$ cat src/trig_pkg.sv
package trig_pkg;

  // ----------------------------------------------------------------
  // Register map
  // ----------------------------------------------------------------
  localparam int ADDR_W = 6;
  localparam logic [ADDR_W-1:0] OFS_CTRL = 6'h00;
  localparam logic [ADDR_W-1:0] OFS_LEN1 = 6'h04;
  localparam logic [ADDR_W-1:0] OFS_LEN2 = 6'h08;
  localparam logic [ADDR_W-1:0] OFS_EVTARGET = 6'h0c;
  localparam logic [ADDR_W-1:0] OFS_QUALEN = 6'h10;
  localparam logic [ADDR_W-1:0] OFS_ALMDUAL = 6'h14;
  localparam logic [ADDR_W-1:0] OFS_STATUS = 6'h18;
  localparam logic [ADDR_W-1:0] OFS_TRIGCNT = 6'h1c;
  localparam logic [ADDR_W-1:0] OFS_EVCOUNT = 6'h20;
  localparam int REARM_BIT = 31;
  localparam logic [1:0] RESP_OKAY = 2'h0;
  localparam logic [1:0] RESP_SLVERR = 2'h2;

  // ----------------------------------------------------------------
  // Interval counters
  // ----------------------------------------------------------------
  localparam int LEN_W = 16;
  localparam logic [LEN_W-1:0] LEN_MIN = 16'h0002;
  localparam logic [LEN_W-1:0] LEN_RESET = 16'h0002;
  localparam logic [LEN_W-1:0] EVT_RESET = 16'h0001;

  typedef enum logic [2:0] {
    MODE_OFF = 3'h0,
    MODE_LESS = 3'h1,
    MODE_MORE = 3'h2,
    MODE_BETWEEN = 3'h3,
    outside_window_mode = 3'h4
  } itv_mode_e;

  typedef enum logic [1:0] {
    ST_IDLE = 2'h0,
    ST_T1 = 2'h1,
    ST_T2 = 2'h3
  } itv_state_e;

  // Control word; the top bit is the write-only rearm strobe.
  typedef struct packed {
    logic rearm;
    logic [13:0] rsvd;
    logic sync_accept;
    logic sync_drive;
    logic sync_mode;
    logic [2:0] line_accept;
    logic [2:0] line_drive;
    logic ext_out_low;
    logic ext_out_en;
    logic ext_in_falling;
    logic ext_in_en;
    logic evcnt_en;
    logic [2:0] itv_mode;
  } ctrl_s;

  localparam ctrl_s CTRL_RESET = '0;

endpackage : trig_pkg

$ cat src/trig_combine.sv
`timescale 1ns/1ps
// Summary of operation
// - Less: event inside interval gives trigger.
// - Less: first event after completion restarts interval.
// - More: early event suppresses trigger, restarts interval.
// - More: trigger at interval end if no event.
// - Between: first counter delays window, second sizes it.
// - Between: event during first counter restarts it.
// - Between/Outside: first counter expiry starts the second counter.
// - Between: silent second counter expiry resets logic.
// - Between: event during second counter gives trigger.
// - Outside: event during first counter gives trigger.
// - Outside: event in second counter restarts first.
// - Outside: second counter expiry gives trigger.
// - Event counter triggers when count equals target.
// - Channel triggers are ORed into combined trigger.
// - Unarmed enabled qualifier blocks recorder trigger.
// - External input: common edge, per-card enable.
// - External output: common polarity, per-card enable.
// - Three shared lines: selectable drive and accept.
// - Sync line drivable, receivable, else ordinary line.
// - Single-level alarm follows level exceed condition.
// - Dual-level alarm follows either exceed condition.
// - All alarm conditions ORed onto one output.
// - Interval lengths count samples, 2 to 65535.
module trig_combine #(
  parameter int N_CH = 8,
  parameter int N_QUAL = 4
) (
  input wire logic aclk,
  input wire logic aresetn,
  input wire logic [trig_pkg::ADDR_W-1:0] s_axi_awaddr,
  input wire logic s_axi_awvalid,
  output logic s_axi_awready,
  input wire logic [31:0] s_axi_wdata,
  input wire logic [3:0] s_axi_wstrb,
  input wire logic s_axi_wvalid,
  output logic s_axi_wready,
  output logic [1:0] s_axi_bresp,
  output logic s_axi_bvalid,
  input wire logic s_axi_bready,
  input wire logic [trig_pkg::ADDR_W-1:0] s_axi_araddr,
  input wire logic s_axi_arvalid,
  output logic s_axi_arready,
  output logic [31:0] s_axi_rdata,
  output logic [1:0] s_axi_rresp,
  output logic s_axi_rvalid,
  input wire logic s_axi_rready,
  input wire logic [N_CH-1:0] ch_trig,
  input wire logic [N_QUAL-1:0] qual_armed,
  input wire logic [N_CH-1:0] ch_over_primary,
  input wire logic [N_CH-1:0] ch_over_secondary,
  input wire logic ext_trig_in,
  input wire logic [2:0] line_in,
  input wire logic sync_in,
  input wire logic alarm_in,
  output logic ext_trig_out,
  output logic [2:0] line_out,
  output logic sync_out,
  output logic rec_trig,
  output logic alarm_out
);
  import trig_pkg::*;

  if (N_CH < 1 || N_CH > 32 || N_QUAL < 1 || N_QUAL > 32) begin : g_bad_param
    $error("trig_combine: N_CH and N_QUAL must lie in 1..32");
  end

  // ----------------------------------------------------------------
  // Helpers
  // ----------------------------------------------------------------
  function automatic logic [31:0] merge(input logic [31:0] old, input logic [31:0] nw, input logic [3:0] strb);
    logic [31:0] r;
    r = old;
    for (int i = 0; i < 4; i++) begin
      if (strb[i]) begin
        r[8*i +: 8] = nw[8*i +: 8];
      end
    end
    return r;
  endfunction : merge

  // Lengths below the minimum act as the minimum.
  function automatic logic [LEN_W-1:0] clamp(input logic [LEN_W-1:0] v, input logic [LEN_W-1:0] lo);
    return (v < lo) ? lo : v;
  endfunction : clamp

  // ----------------------------------------------------------------
  // Registers and AXI4-Lite slave
  // ----------------------------------------------------------------
  ctrl_s ctrl;
  logic [LEN_W-1:0] len1;
  logic [LEN_W-1:0] len2;
  logic [LEN_W-1:0] ev_target;
  logic [N_QUAL-1:0] qual_en;
  logic [N_CH-1:0] alarm_dual;
  logic [31:0] trig_count;
  logic [LEN_W-1:0] ev_count;
  logic aw_got;
  logic w_got;
  logic [ADDR_W-1:0] aw_addr;
  logic [31:0] w_data;
  logic [3:0] w_strb;
  logic rearm;
  itv_state_e state;
  logic [LEN_W-1:0] cnt;
  logic qual_ok_q;

  wire aw_take = s_axi_awvalid & s_axi_awready;
  wire w_take = s_axi_wvalid & s_axi_wready;
  wire do_write = aw_got & w_got & ~s_axi_bvalid;
  wire ar_take = s_axi_arvalid & s_axi_arready;
  wire next_aw_got = aw_take | (aw_got & ~do_write);
  wire next_w_got = w_take | (w_got & ~do_write);
  wire next_bvalid = do_write | (s_axi_bvalid & ~s_axi_bready);
  wire next_rvalid = ar_take | (s_axi_rvalid & ~s_axi_rready);
  wire [ADDR_W-1:0] wa = {aw_addr[ADDR_W-1:2], 2'b00};
  wire [ADDR_W-1:0] ra = {s_axi_araddr[ADDR_W-1:2], 2'b00};
  wire wr_hit = (wa <= OFS_ALMDUAL);
  wire rd_hit = (ra <= OFS_EVCOUNT);
  wire [31:0] wr_val = merge(32'h0, w_data, w_strb);
  wire [31:0] status_word = {28'h0, alarm_out, qual_ok_q, state};
  wire [31:0] rd_val =
    (ra == OFS_CTRL) ? {1'b0, 31'(ctrl)} :
    (ra == OFS_LEN1) ? {16'h0, len1} :
    (ra == OFS_LEN2) ? {16'h0, len2} :
    (ra == OFS_EVTARGET) ? {16'h0, ev_target} :
    (ra == OFS_QUALEN) ? 32'(qual_en) :
    (ra == OFS_ALMDUAL) ? 32'(alarm_dual) :
    (ra == OFS_STATUS) ? status_word :
    (ra == OFS_TRIGCNT) ? trig_count :
    (ra == OFS_EVCOUNT) ? {16'h0, ev_count} : 32'h0;

  always_ff @(posedge aclk) begin
    if (!aresetn) begin
      aw_got <= 1'b0;
      w_got <= 1'b0;
      aw_addr <= '0;
      w_data <= 32'h0;
      w_strb <= 4'h0;
      s_axi_awready <= 1'b0;
      s_axi_wready <= 1'b0;
      s_axi_bvalid <= 1'b0;
      s_axi_bresp <= RESP_OKAY;
      s_axi_arready <= 1'b0;
      s_axi_rvalid <= 1'b0;
      s_axi_rdata <= 32'h0;
      s_axi_rresp <= RESP_OKAY;
    end else begin
      aw_got <= next_aw_got;
      w_got <= next_w_got;
      if (aw_take) begin
        aw_addr <= s_axi_awaddr;
      end
      if (w_take) begin
        w_data <= s_axi_wdata;
        w_strb <= s_axi_wstrb;
      end
      s_axi_awready <= ~next_aw_got & ~next_bvalid;
      s_axi_wready <= ~next_w_got & ~next_bvalid;
      s_axi_bvalid <= next_bvalid;
      if (do_write) begin
        s_axi_bresp <= wr_hit ? RESP_OKAY : RESP_SLVERR;
      end
      s_axi_arready <= ~next_rvalid;
      s_axi_rvalid <= next_rvalid;
      if (ar_take) begin
        s_axi_rdata <= rd_hit ? rd_val : 32'h0;
        s_axi_rresp <= rd_hit ? RESP_OKAY : RESP_SLVERR;
      end
    end
  end

  always_ff @(posedge aclk) begin
    if (!aresetn) begin
      ctrl <= CTRL_RESET;
      len1 <= LEN_RESET;
      len2 <= LEN_RESET;
      ev_target <= EVT_RESET;
      qual_en <= '0;
      alarm_dual <= '0;
      rearm <= 1'b0;
    end else begin
      rearm <= do_write && wa == OFS_CTRL && w_strb[3] && w_data[REARM_BIT];
      if (do_write) begin
        unique case (wa)
          OFS_CTRL: ctrl <= ctrl_s'(merge(32'(ctrl), w_data, w_strb) & 32'h0001ffff);
          OFS_LEN1: len1 <= wr_val[LEN_W-1:0];
          OFS_LEN2: len2 <= wr_val[LEN_W-1:0];
          OFS_EVTARGET: ev_target <= wr_val[LEN_W-1:0];
          OFS_QUALEN: qual_en <= wr_val[N_QUAL-1:0];
          OFS_ALMDUAL: alarm_dual <= wr_val[N_CH-1:0];
          default: ;
        endcase
      end
    end
  end

  // ----------------------------------------------------------------
  // Pin synchronisers
  // ----------------------------------------------------------------
  logic [5:0] pin_m;
  logic [5:0] pin_s;
  logic ext_prev;
  always_ff @(posedge aclk) begin
    if (!aresetn) begin
      pin_m <= 6'h0;
      pin_s <= 6'h0;
      ext_prev <= 1'b0;
    end else begin
      pin_m <= {alarm_in, sync_in, line_in, ext_trig_in};
      pin_s <= pin_m;
      ext_prev <= pin_s[0];
    end
  end
  wire ext_edge = ctrl.ext_in_falling ? (ext_prev & ~pin_s[0]) : (~ext_prev & pin_s[0]);

  // ----------------------------------------------------------------
  // Interval timer
  // ----------------------------------------------------------------
  wire ev = |ch_trig;
  wire [LEN_W-1:0] load1 = LEN_W'(clamp(len1, LEN_MIN) - 16'h0001);
  wire [LEN_W-1:0] load2 = LEN_W'(clamp(len2, LEN_MIN) - 16'h0001);
  wire expired = (cnt == 16'h0000);
  wire [2:0] mode = ctrl.itv_mode;
  itv_state_e next_state;
  logic [LEN_W-1:0] next_cnt;
  logic itv_hit;
  logic itv_trig;

  always_comb begin
    next_state = state;
    next_cnt = (cnt == 16'h0000) ? cnt : LEN_W'(cnt - 16'h0001);
    itv_hit = 1'b0;
    unique case (state)
      ST_IDLE: begin
        if (ev) begin
          next_state = ST_T1;
          next_cnt = load1;
        end
      end
      ST_T1: begin
        if (ev && (mode == MODE_LESS || mode == outside_window_mode)) begin
          itv_hit = 1'b1;
          next_state = ST_IDLE;
        end else if (ev) begin
          next_cnt = load1;
        end else if (expired && mode == MODE_MORE) begin
          itv_hit = 1'b1;
          next_state = ST_IDLE;
        end else if (expired && (mode == MODE_BETWEEN || mode == outside_window_mode)) begin
          next_state = ST_T2;
          next_cnt = load2;
        end else if (expired) begin
          next_state = ST_IDLE;
        end
      end
      ST_T2: begin
        if (ev && mode == outside_window_mode) begin
          next_state = ST_T1;
          next_cnt = load1;
        end else if (ev) begin
          itv_hit = 1'b1;
          next_state = ST_IDLE;
        end else if (expired) begin
          itv_hit = (mode == outside_window_mode);
          next_state = ST_IDLE;
        end
      end
      default: begin
        next_state = ST_IDLE;
      end
    endcase
    if (mode == MODE_OFF || mode > outside_window_mode) begin
      next_state = ST_IDLE;
      itv_hit = ev;
    end
  end

  // ----------------------------------------------------------------
  // Event counter and recorder combine
  // ----------------------------------------------------------------
  wire [LEN_W-1:0] target = clamp(ev_target, 16'h0001);
  wire [LEN_W-1:0] ev_inc = LEN_W'(ev_count + 16'h0001);
  wire ev_done = itv_trig & (ev_inc == target);
  wire chan_trig = ctrl.evcnt_en ? ev_done : itv_trig;
  wire line_hit = |(ctrl.line_accept & pin_s[3:1]);
  wire sync_hit = ctrl.sync_accept & pin_s[4];
  wire any_src = chan_trig | (ctrl.ext_in_en & ext_edge) | line_hit | sync_hit;
  wire qual_ok = &(~qual_en | qual_armed);
  wire next_rec = any_src & qual_ok & ~rearm;
  wire [N_CH-1:0] ch_alarm = ch_over_primary | (alarm_dual & ch_over_secondary);
  wire next_alarm = (|ch_alarm) | pin_s[5];

  always_ff @(posedge aclk) begin
    if (!aresetn || rearm) begin
      state <= ST_IDLE;
      cnt <= 16'h0000;
      itv_trig <= 1'b0;
      ev_count <= 16'h0000;
    end else begin
      state <= next_state;
      cnt <= next_cnt;
      itv_trig <= itv_hit;
      if (ctrl.evcnt_en && itv_trig) begin
        ev_count <= ev_done ? 16'h0000 : ev_inc;
      end
    end
  end

  always_ff @(posedge aclk) begin
    if (!aresetn) begin
      rec_trig <= 1'b0;
      ext_trig_out <= 1'b0;
      line_out <= 3'h0;
      sync_out <= 1'b0;
      alarm_out <= 1'b0;
      trig_count <= 32'h0;
      qual_ok_q <= 1'b0;
    end else begin
      rec_trig <= next_rec;
      ext_trig_out <= ctrl.ext_out_low ^ (ctrl.ext_out_en & next_rec);
      line_out <= ctrl.line_drive & {3{next_rec}};
      sync_out <= ctrl.sync_mode & ctrl.sync_drive & next_rec;
      alarm_out <= next_alarm;
      qual_ok_q <= qual_ok;
      if (next_rec) begin
        trig_count <= trig_count + 32'h1;
      end
    end
  end

  // ----------------------------------------------------------------
  // Assertions
  // ----------------------------------------------------------------
  a_less_hit: assert property (@(posedge aclk) disable iff (!aresetn)
    (mode == MODE_LESS && state == ST_T1 && ev && !rearm) |=> itv_trig && state == ST_IDLE)
    else $error("less mode missed a trigger");
  a_less_restart: assert property (@(posedge aclk) disable iff (!aresetn)
    (mode == MODE_LESS && state == ST_IDLE && ev && !rearm) |=> state == ST_T1 && cnt == $past(load1))
    else $error("less mode did not restart");
  a_more_reload: assert property (@(posedge aclk) disable iff (!aresetn)
    (mode == MODE_MORE && state == ST_T1 && ev && !rearm) |=> !itv_trig && cnt == $past(load1))
    else $error("more mode did not reload");
  a_more_expire: assert property (@(posedge aclk) disable iff (!aresetn)
    (mode == MODE_MORE && state == ST_T1 && expired && !ev && !rearm) |=> itv_trig)
    else $error("more mode missed expiry trigger");
  a_window_open: assert property (@(posedge aclk) disable iff (!aresetn)
    (mode == MODE_BETWEEN && state == ST_T1 && expired && !ev && !rearm) |=> state == ST_T2 && cnt == $past(load2))
    else $error("second counter not started");
  a_between_drop: assert property (@(posedge aclk) disable iff (!aresetn)
    (mode == MODE_BETWEEN && state == ST_T2 && expired && !ev && !rearm) |=> state == ST_IDLE && !itv_trig)
    else $error("between window did not reset");
  a_outside_reset: assert property (@(posedge aclk) disable iff (!aresetn)
    (mode == outside_window_mode && state == ST_T2 && ev && !rearm) |=> state == ST_T1 && !itv_trig)
    else $error("outside window event not handled");
  a_outside_late: assert property (@(posedge aclk) disable iff (!aresetn)
    (mode == outside_window_mode && state == ST_T2 && expired && !ev && !rearm) |=> itv_trig)
    else $error("outside window expiry missed");
  a_qual_block: assert property (@(posedge aclk) disable iff (!aresetn)
    !qual_ok |=> !rec_trig && line_out == 3'h0)
    else $error("trigger passed an unarmed qualifier");
  a_alarm_follow: assert property (@(posedge aclk) disable iff (!aresetn)
    (|ch_over_primary) |=> alarm_out)
    else $error("alarm not raised");

endmodule : trig_combine

$ cat config.mk
export PLATFORM = sky130hd
export DESIGN_NAME = trig_combine
export DESIGN_NICKNAME = d
export VERILOG_FILES = /design/src/trig_pkg.sv /design/src/trig_combine.sv
export SDC_FILE = /design/constraint.sdc
export NUM_CORES = 1
export LEC_CHECK = 0
export ABC_CLOCK_PERIOD_IN_PS = 10600
export BUFFER_PORTS_ARGS = -buffer_cell sky130_fd_sc_hd__buf_2
export CAP_MARGIN = 10
export CORE_MARGIN = 10
export CORE_UTILIZATION = 35
export DETAILED_ROUTE_END_ITERATION = 16
export SLEW_MARGIN = 20
export SYNTH_ARGS = -nofsm -noshare
export SYNTH_HDL_FRONTEND = slang
export SYNTH_SLANG_ARGS = --single-unit
$ cat constraint.sdc
create_clock -name aclk -period 10.6 [get_ports aclk]
set_input_delay 2.12 -clock aclk [delete_from_list [all_inputs] [get_ports aclk]]
set_output_delay 2.12 -clock aclk [all_outputs]
set_load 0.02 [all_outputs]
## After elaboration in Yosys (flattened, before gate mapping)

Index checks and enable logic that the tools add are counted.

| word-level totals | value |
|---|---|
| register bits after elaboration | 251 |
| input bits | 89 |

| operators by class | value |
|---|---|
| bitwise gates (word level) | 47 |
| add/subtract/negate cells | 5 |
| order comparisons | 6 |
| reductions and logical operators | 32 |
| muxes and demuxes | 45 |
| eq/ne operators | 22 |

Operators with widths:

| kind | number |
|---|---|
| two-way mux 32 bit | 9 |
| two-way mux 16 bit | 12 |
| one-hot mux 16 bit (3 select lines) | 1 |
| subtractor 16 x 1 -> 16 bit (second input constant) | 3 |
| adder 32 x 1 -> 32 bit (second input constant) | 1 |
| < comparator 16 x 2 -> 1 bit (second input constant) | 2 |
| equality test 4 x 3 -> 1 bit (second input constant) | 6 |
| AND 1 bit | 21 |
| two-way mux 2 bit | 10 |
| adder 16 x 1 -> 16 bit (second input constant) | 1 |
| equality test 16 bit | 1 |
| equality test 4 x 2 -> 1 bit (second input constant) | 4 |
| zero test 16 bit | 1 |
| < comparator 16 x 1 -> 1 bit (second input constant) | 1 |
| two-way mux 8 bit | 2 |
| OR reduction 8 bit | 2 |
| zero test 6 bit | 2 |
| AND reduction 2 bit | 6 |
| NOT 1 bit | 11 |
| two-way mux 1 bit | 9 |
| AND reduction 3 bit | 3 |
| AND 8 bit | 1 |
| equality test 4 x 1 -> 1 bit (second input constant) | 2 |
| logical AND 1 bit | 8 |
| 26 further kinds | 38 |

## Depth between registers and ports, before layout

| depth | value |
|---|---|
| depth after elaboration | 12 |
| depth in mapped cells | 15 |
| depth with buffers taken out | 13 |

## Worst setup path before layout

OpenSTA, ideal clock, no wires.

| timing | value |
|---|---|
| path type | input port to flip-flop |
| from | input port s_axi_araddr[2] (netlist bit) |
| to | register s_axi_rdata[22] |
| arrival time | 3.822 ns |
| data required time | 10.535 ns |
| slack | 6.713 ns |
| cell stages on the path | 8 |
| cells stage by stage | clkbuf_1 or3_1 a21oi_1 and2_1 clkbuf_1 clkbuf_1 a22oi_1 nor2_1 |

| on the way | value |
|---|---|
| longest elaborated chain between the ends | 10 |

RTL lines:

| what | RTL line | text |
|---|---|---|
| start: declaration | trig_combine.sv:42 | `input wire logic [trig_pkg::ADDR_W-1:0] s_axi_araddr,` |
| equality test 4 x 3 -> 1 bit | trig_combine.sv:131 | `(ra == OFS_TRIGCNT) ? trig_count :` |
| two-way mux 32 bit | trig_combine.sv:131 |  |
| two-way mux 32 bit | trig_combine.sv:130 | `(ra == OFS_STATUS) ? status_word :` |
| two-way mux 32 bit | trig_combine.sv:129 | `(ra == OFS_ALMDUAL) ? 32'(alarm_dual) :` |
| two-way mux 32 bit | trig_combine.sv:128 | `(ra == OFS_QUALEN) ? 32'(qual_en) :` |
| two-way mux 32 bit | trig_combine.sv:127 | `(ra == OFS_EVTARGET) ? {16'h0, ev_target} :` |
| two-way mux 32 bit | trig_combine.sv:126 | `(ra == OFS_LEN2) ? {16'h0, len2} :` |
| two-way mux 32 bit | trig_combine.sv:125 | `(ra == OFS_LEN1) ? {16'h0, len1} :` |
| two-way mux 32 bit | trig_combine.sv:124 | `(ra == OFS_CTRL) ? {1'b0, 31'(ctrl)} :` |
| two-way mux 32 bit * | trig_combine.sv:168 | `s_axi_rdata <= rd_hit ? rd_val : 32'h0;` |
| end signal: assignment | trig_combine.sv:168 |  |
| end: declaration | trig_combine.sv:45 | `output logic [31:0] s_axi_rdata,` |

Mark *: on every way between the ends. The rest lies on a longest branch, timed or not.
A chain may end at the register's enable or synchronous reset.

## Worst setup path after layout

| timing | value |
|---|---|
| from | input port ch_trig[5] |
| to | register cnt[0] |

| on the way | value |
|---|---|
| longest elaborated chain between the ends | 4 |

RTL lines:

| what | RTL line | text |
|---|---|---|
| start: declaration | trig_combine.sv:49 | `input wire logic [N_CH-1:0] ch_trig,` |
| OR reduction 8 bit * | trig_combine.sv:221 | `wire ev = \|ch_trig;` |
| two-way mux 16 bit, or another cell as far along | trig_combine.sv:246 | `end else if (ev) begin` |
| two-way mux 16 bit, on equally long branches | trig_combine.sv:243, trig_combine.sv:259 |  |
| one-hot mux 16 bit (3 select lines) * | trig_combine.sv:235 | `unique case (state)` |
| end signal: assignment | trig_combine.sv:303 | `cnt <= next_cnt;` |
| end: declaration | trig_combine.sv:106 | `logic [LEN_W-1:0] cnt;` |

Marked as above.

==> flow_metrics.py <==
metrics = {
    "die": {
        "die_h_um": 205,
        "die_area_um2": 41900,
        "core_area_um2": 33600,
        "start_util_pct": 35.5,
        "die_w_um": 205,
        "fp-row-count": 67,
        "pin_count": 137,
    },
    "timing": {
        "finClkSkew_ps": 24.3,
        "finalSetupTns_ps": 0,
        "slew_viol_final": 0,
        "hold_viol": 0,
        "max_freq_ghz": 0.207,
        "min_period_ps": 4830,
        "grt_setup_unrepaired": "no",
        "slew_headroom_pct": 34.2,
        "fin_crit_sh_pct": 45.5,
        "finalSetupViolCount": 0,
        "tightest_slew_ps": 983,
    },
    "layout": {
        "final_util_pct": 40.7,
        "mostFrequentLayoutCell": "a21oi_1",
        "layout.nets": 1743,
        "syn2layout_area_growth_pct": 14.4,
        "drive_gt1_share_pct": 11.5,
        "final_cell_mix": "a21oi_1, dfxtp_1, nor2_1",
    },
    "setup_path": {
        "arrival_ps": 5230,
        "ff2ff_path_depth": 10,
        "cp_slowest_stage_delay_ps": 750,
        "worst_path_most_repeated_cell": "nor2_1",
        "worstReg2RegEnd": "trig_count[26]",
        "end_kind": "flip-flop",
        "reg2reg_from": "ev_count[0]",
        "crit_chain": "buf_2, nor4_1, nand2_1, nor2_1, a21oi_1, a22oi_1, nor2_1, a2111oi_0, nor2_1",
        "critPathSlowestCell": "nand2_1",
        "cp-start-kind": "input pin",
        "crit_path_max_fanout": 26,
        "r2r_setup_slack_ps": 6390,
        "critPathRequiredTime_ps": 11000,
        "crit_type": "in2reg",
    },
    "placed_design": {
        "io_buffers": 116,
        "dp.final_hpwl_um": 29000,
        "gp_congestion": 0.945,
    },
    "synth": {
        "synth-seq-cells": 233,
        "ys_seq_area_share_pct": 39.0,
        "synth_edf_count": 0,
        "ys.flop_type": "dfxtp_1",
        "synth_area_um2": 11900,
        "ys_async_sr_fraction_pct": 0,
        "syn-instance-count": 1595,
        "synth_cell_types": 69,
        "ys_warn_count": 0,
        "syn_area_per_cell_um2": 7.49,
    },
    "global_routing": {
        "grt_overflow_total": 0,
        "grt_max_degree": 74,
        "grt_pass1_wl_um": 62200,
        "antenna_found_initial": 2,
        "grt_use_total_pct": 18.1,
        "grt_pass1_vias": 11200,
    },
    "detailed_routing": {
        "wl_um": 39400,
        "wl_per_cell_um": 18.6,
        "via_per_inst": 5.69,
        "first_iter_violations": 1099,
        "via_count": 12000,
        "drt_pass1_iterations": 6,
        "drc": 0,
        "ant_nets": 0,
    },
    "clock_network": {
        "clockRootBuffer": "clkbuf_16",
        "cts_tree": "done",
        "clk_pin_slew_ps": 60,
        "cts_resized": 0,
        "insertion_delay_ps": 550,
        "cts_made_buffers": 26,
        "htreeDepth": 1,
        "clockBufferDepth": 3,
        "cts_hold_buffers": 0,
        "cts_setup_buffers": 0,
        "cts_sinks": 233,
    },
    "pwr": {
        "vdd_drop_max_mv": 0.103,
        "total_power_w": 0.00191,
        "p_per_area_nw_per_um2": 140,
        "leakage_nw": 4.94,
    },
    "worst_hold_path": {
        "min_path_type": "reg2reg",
        "min_delay_path_depth": 1,
        "hold_path_end": "pin_s[4]",
        "hold_start": "pin_m[4]",
    },
    "run": {
        "drv_cap": 0,
    },
    "outcome": {
        "status": "finished, final reports clean",
    },
}
## per-layer routing
metal | wire length, µm | track usage (%) | vias up
met3 | 2840 | 3.17 | 84
met5 | 13 | 0 | -
li1 | - | - | 5867
met4 | 1480 | 6.69 | 2
met1 | 17700 | 24.6 | 5605
met2 | 17400 | 28.2 | 473
## final cells by class
type | instances | area (µm²)
diodes | 1 | 2.50
clock buffers | 35 | 734
clock inverters | 12 | 130
fillers | 3474 | 20000
inverters | 21 | 81.3
multi-input cells | 1232 | 6780
flip-flops and latches | 233 | 4660
well taps | 448 | 561
repair buffers | 133 | 716
## state kept, by name, indices dropped and copies added, names as in the netlist, 8 cells and up
signal       count
ctrl            14
len2            16
ev_target       16
alarm_dual       8
trig_count      32
len1            16
cnt             16
w_data          18
ev_count        16
s_axi_rdata     32
## where the power goes
group	internal [W]	switching [W]
logic	0.0000322	0.0000685
clock network	0.000535	0.000375
registers	0.000888	0.0000111
## worst max-delay path by stage
stage / from / end / slack (ps) / cells past startpoint
after floorplan: s_axi_araddr[2] / s_axi_rdata[22] / 6710 / 8
after global placement: ch_trig[5] / cnt[0] / 5140 / 9
after detailed placement: ch_trig[5] / cnt[0] / 5150 / 9
after CTS: ch_trig[5] / cnt[0] / 5690 / 9
after global routing: ch_trig[1] / cnt[0] / 5450 / 9
final: ch_trig[5] / cnt[0] / 5770 / 9
## worst max-delay path: cells and delay by family
| family | cells | cell delay, ps |
|---|---|---|
| AO/OA/AOI/OAI | 3 | 1140 |
| buffers and inverters | 1 | 90 |
| AND/OR/NAND/NOR | 5 | 1870 |
## metrics by stage
stage                     hold slack (ps)  setup WS [ps]  instance area [µm²]  std cells
after detailed placement              418           5150                12800       2065
after global routing                  450           5450                13700       2114
after global placement                418           5140                12800       2065
after CTS                             432           5690                13600       2112
after floorplan                       412           6710                12000       1596
final                                 432           5770                13700       2115
## kinds of logic (layout without fill, tap and decap cells)
group / after synthesis / after routing / synth area share (%)
AOI/OAI and AO/OA: 484 / 484 / 23.9
xor gates and xnor gates: 48 / 48 / 3.63
adders and majority gates: 7 / 7 / 0.733
buffers and inverters: 131 / 201 / 4.27
DFF: 233 / 233 / 39.0
muxes: 15 / 15 / 1.27
other: 1 / 3 / 0.0314
and+or+nand+nor: 676 / 676 / 27.1
## Yosys cell counts, types with 23 or more instances
cell / n / area [µm²]
o21ai_0: 95 / 475
nor3_1: 30 / 150
a21oi_1: 234 / 1170
a22oi_1: 26 / 195
or4_1: 30 / 225
o31ai_1: 25 / 188
xnor2_1: 24 / 210
nor2_1: 221 / 830
nand2_1: 189 / 709
or3_1: 30 / 188
nand3_1: 50 / 250
xor2_1: 23 / 201
dfxtp_1: 233 / 4660
clkbuf_1: 98 / 368
Note: power is estimated with default switching activity, not from simulation.
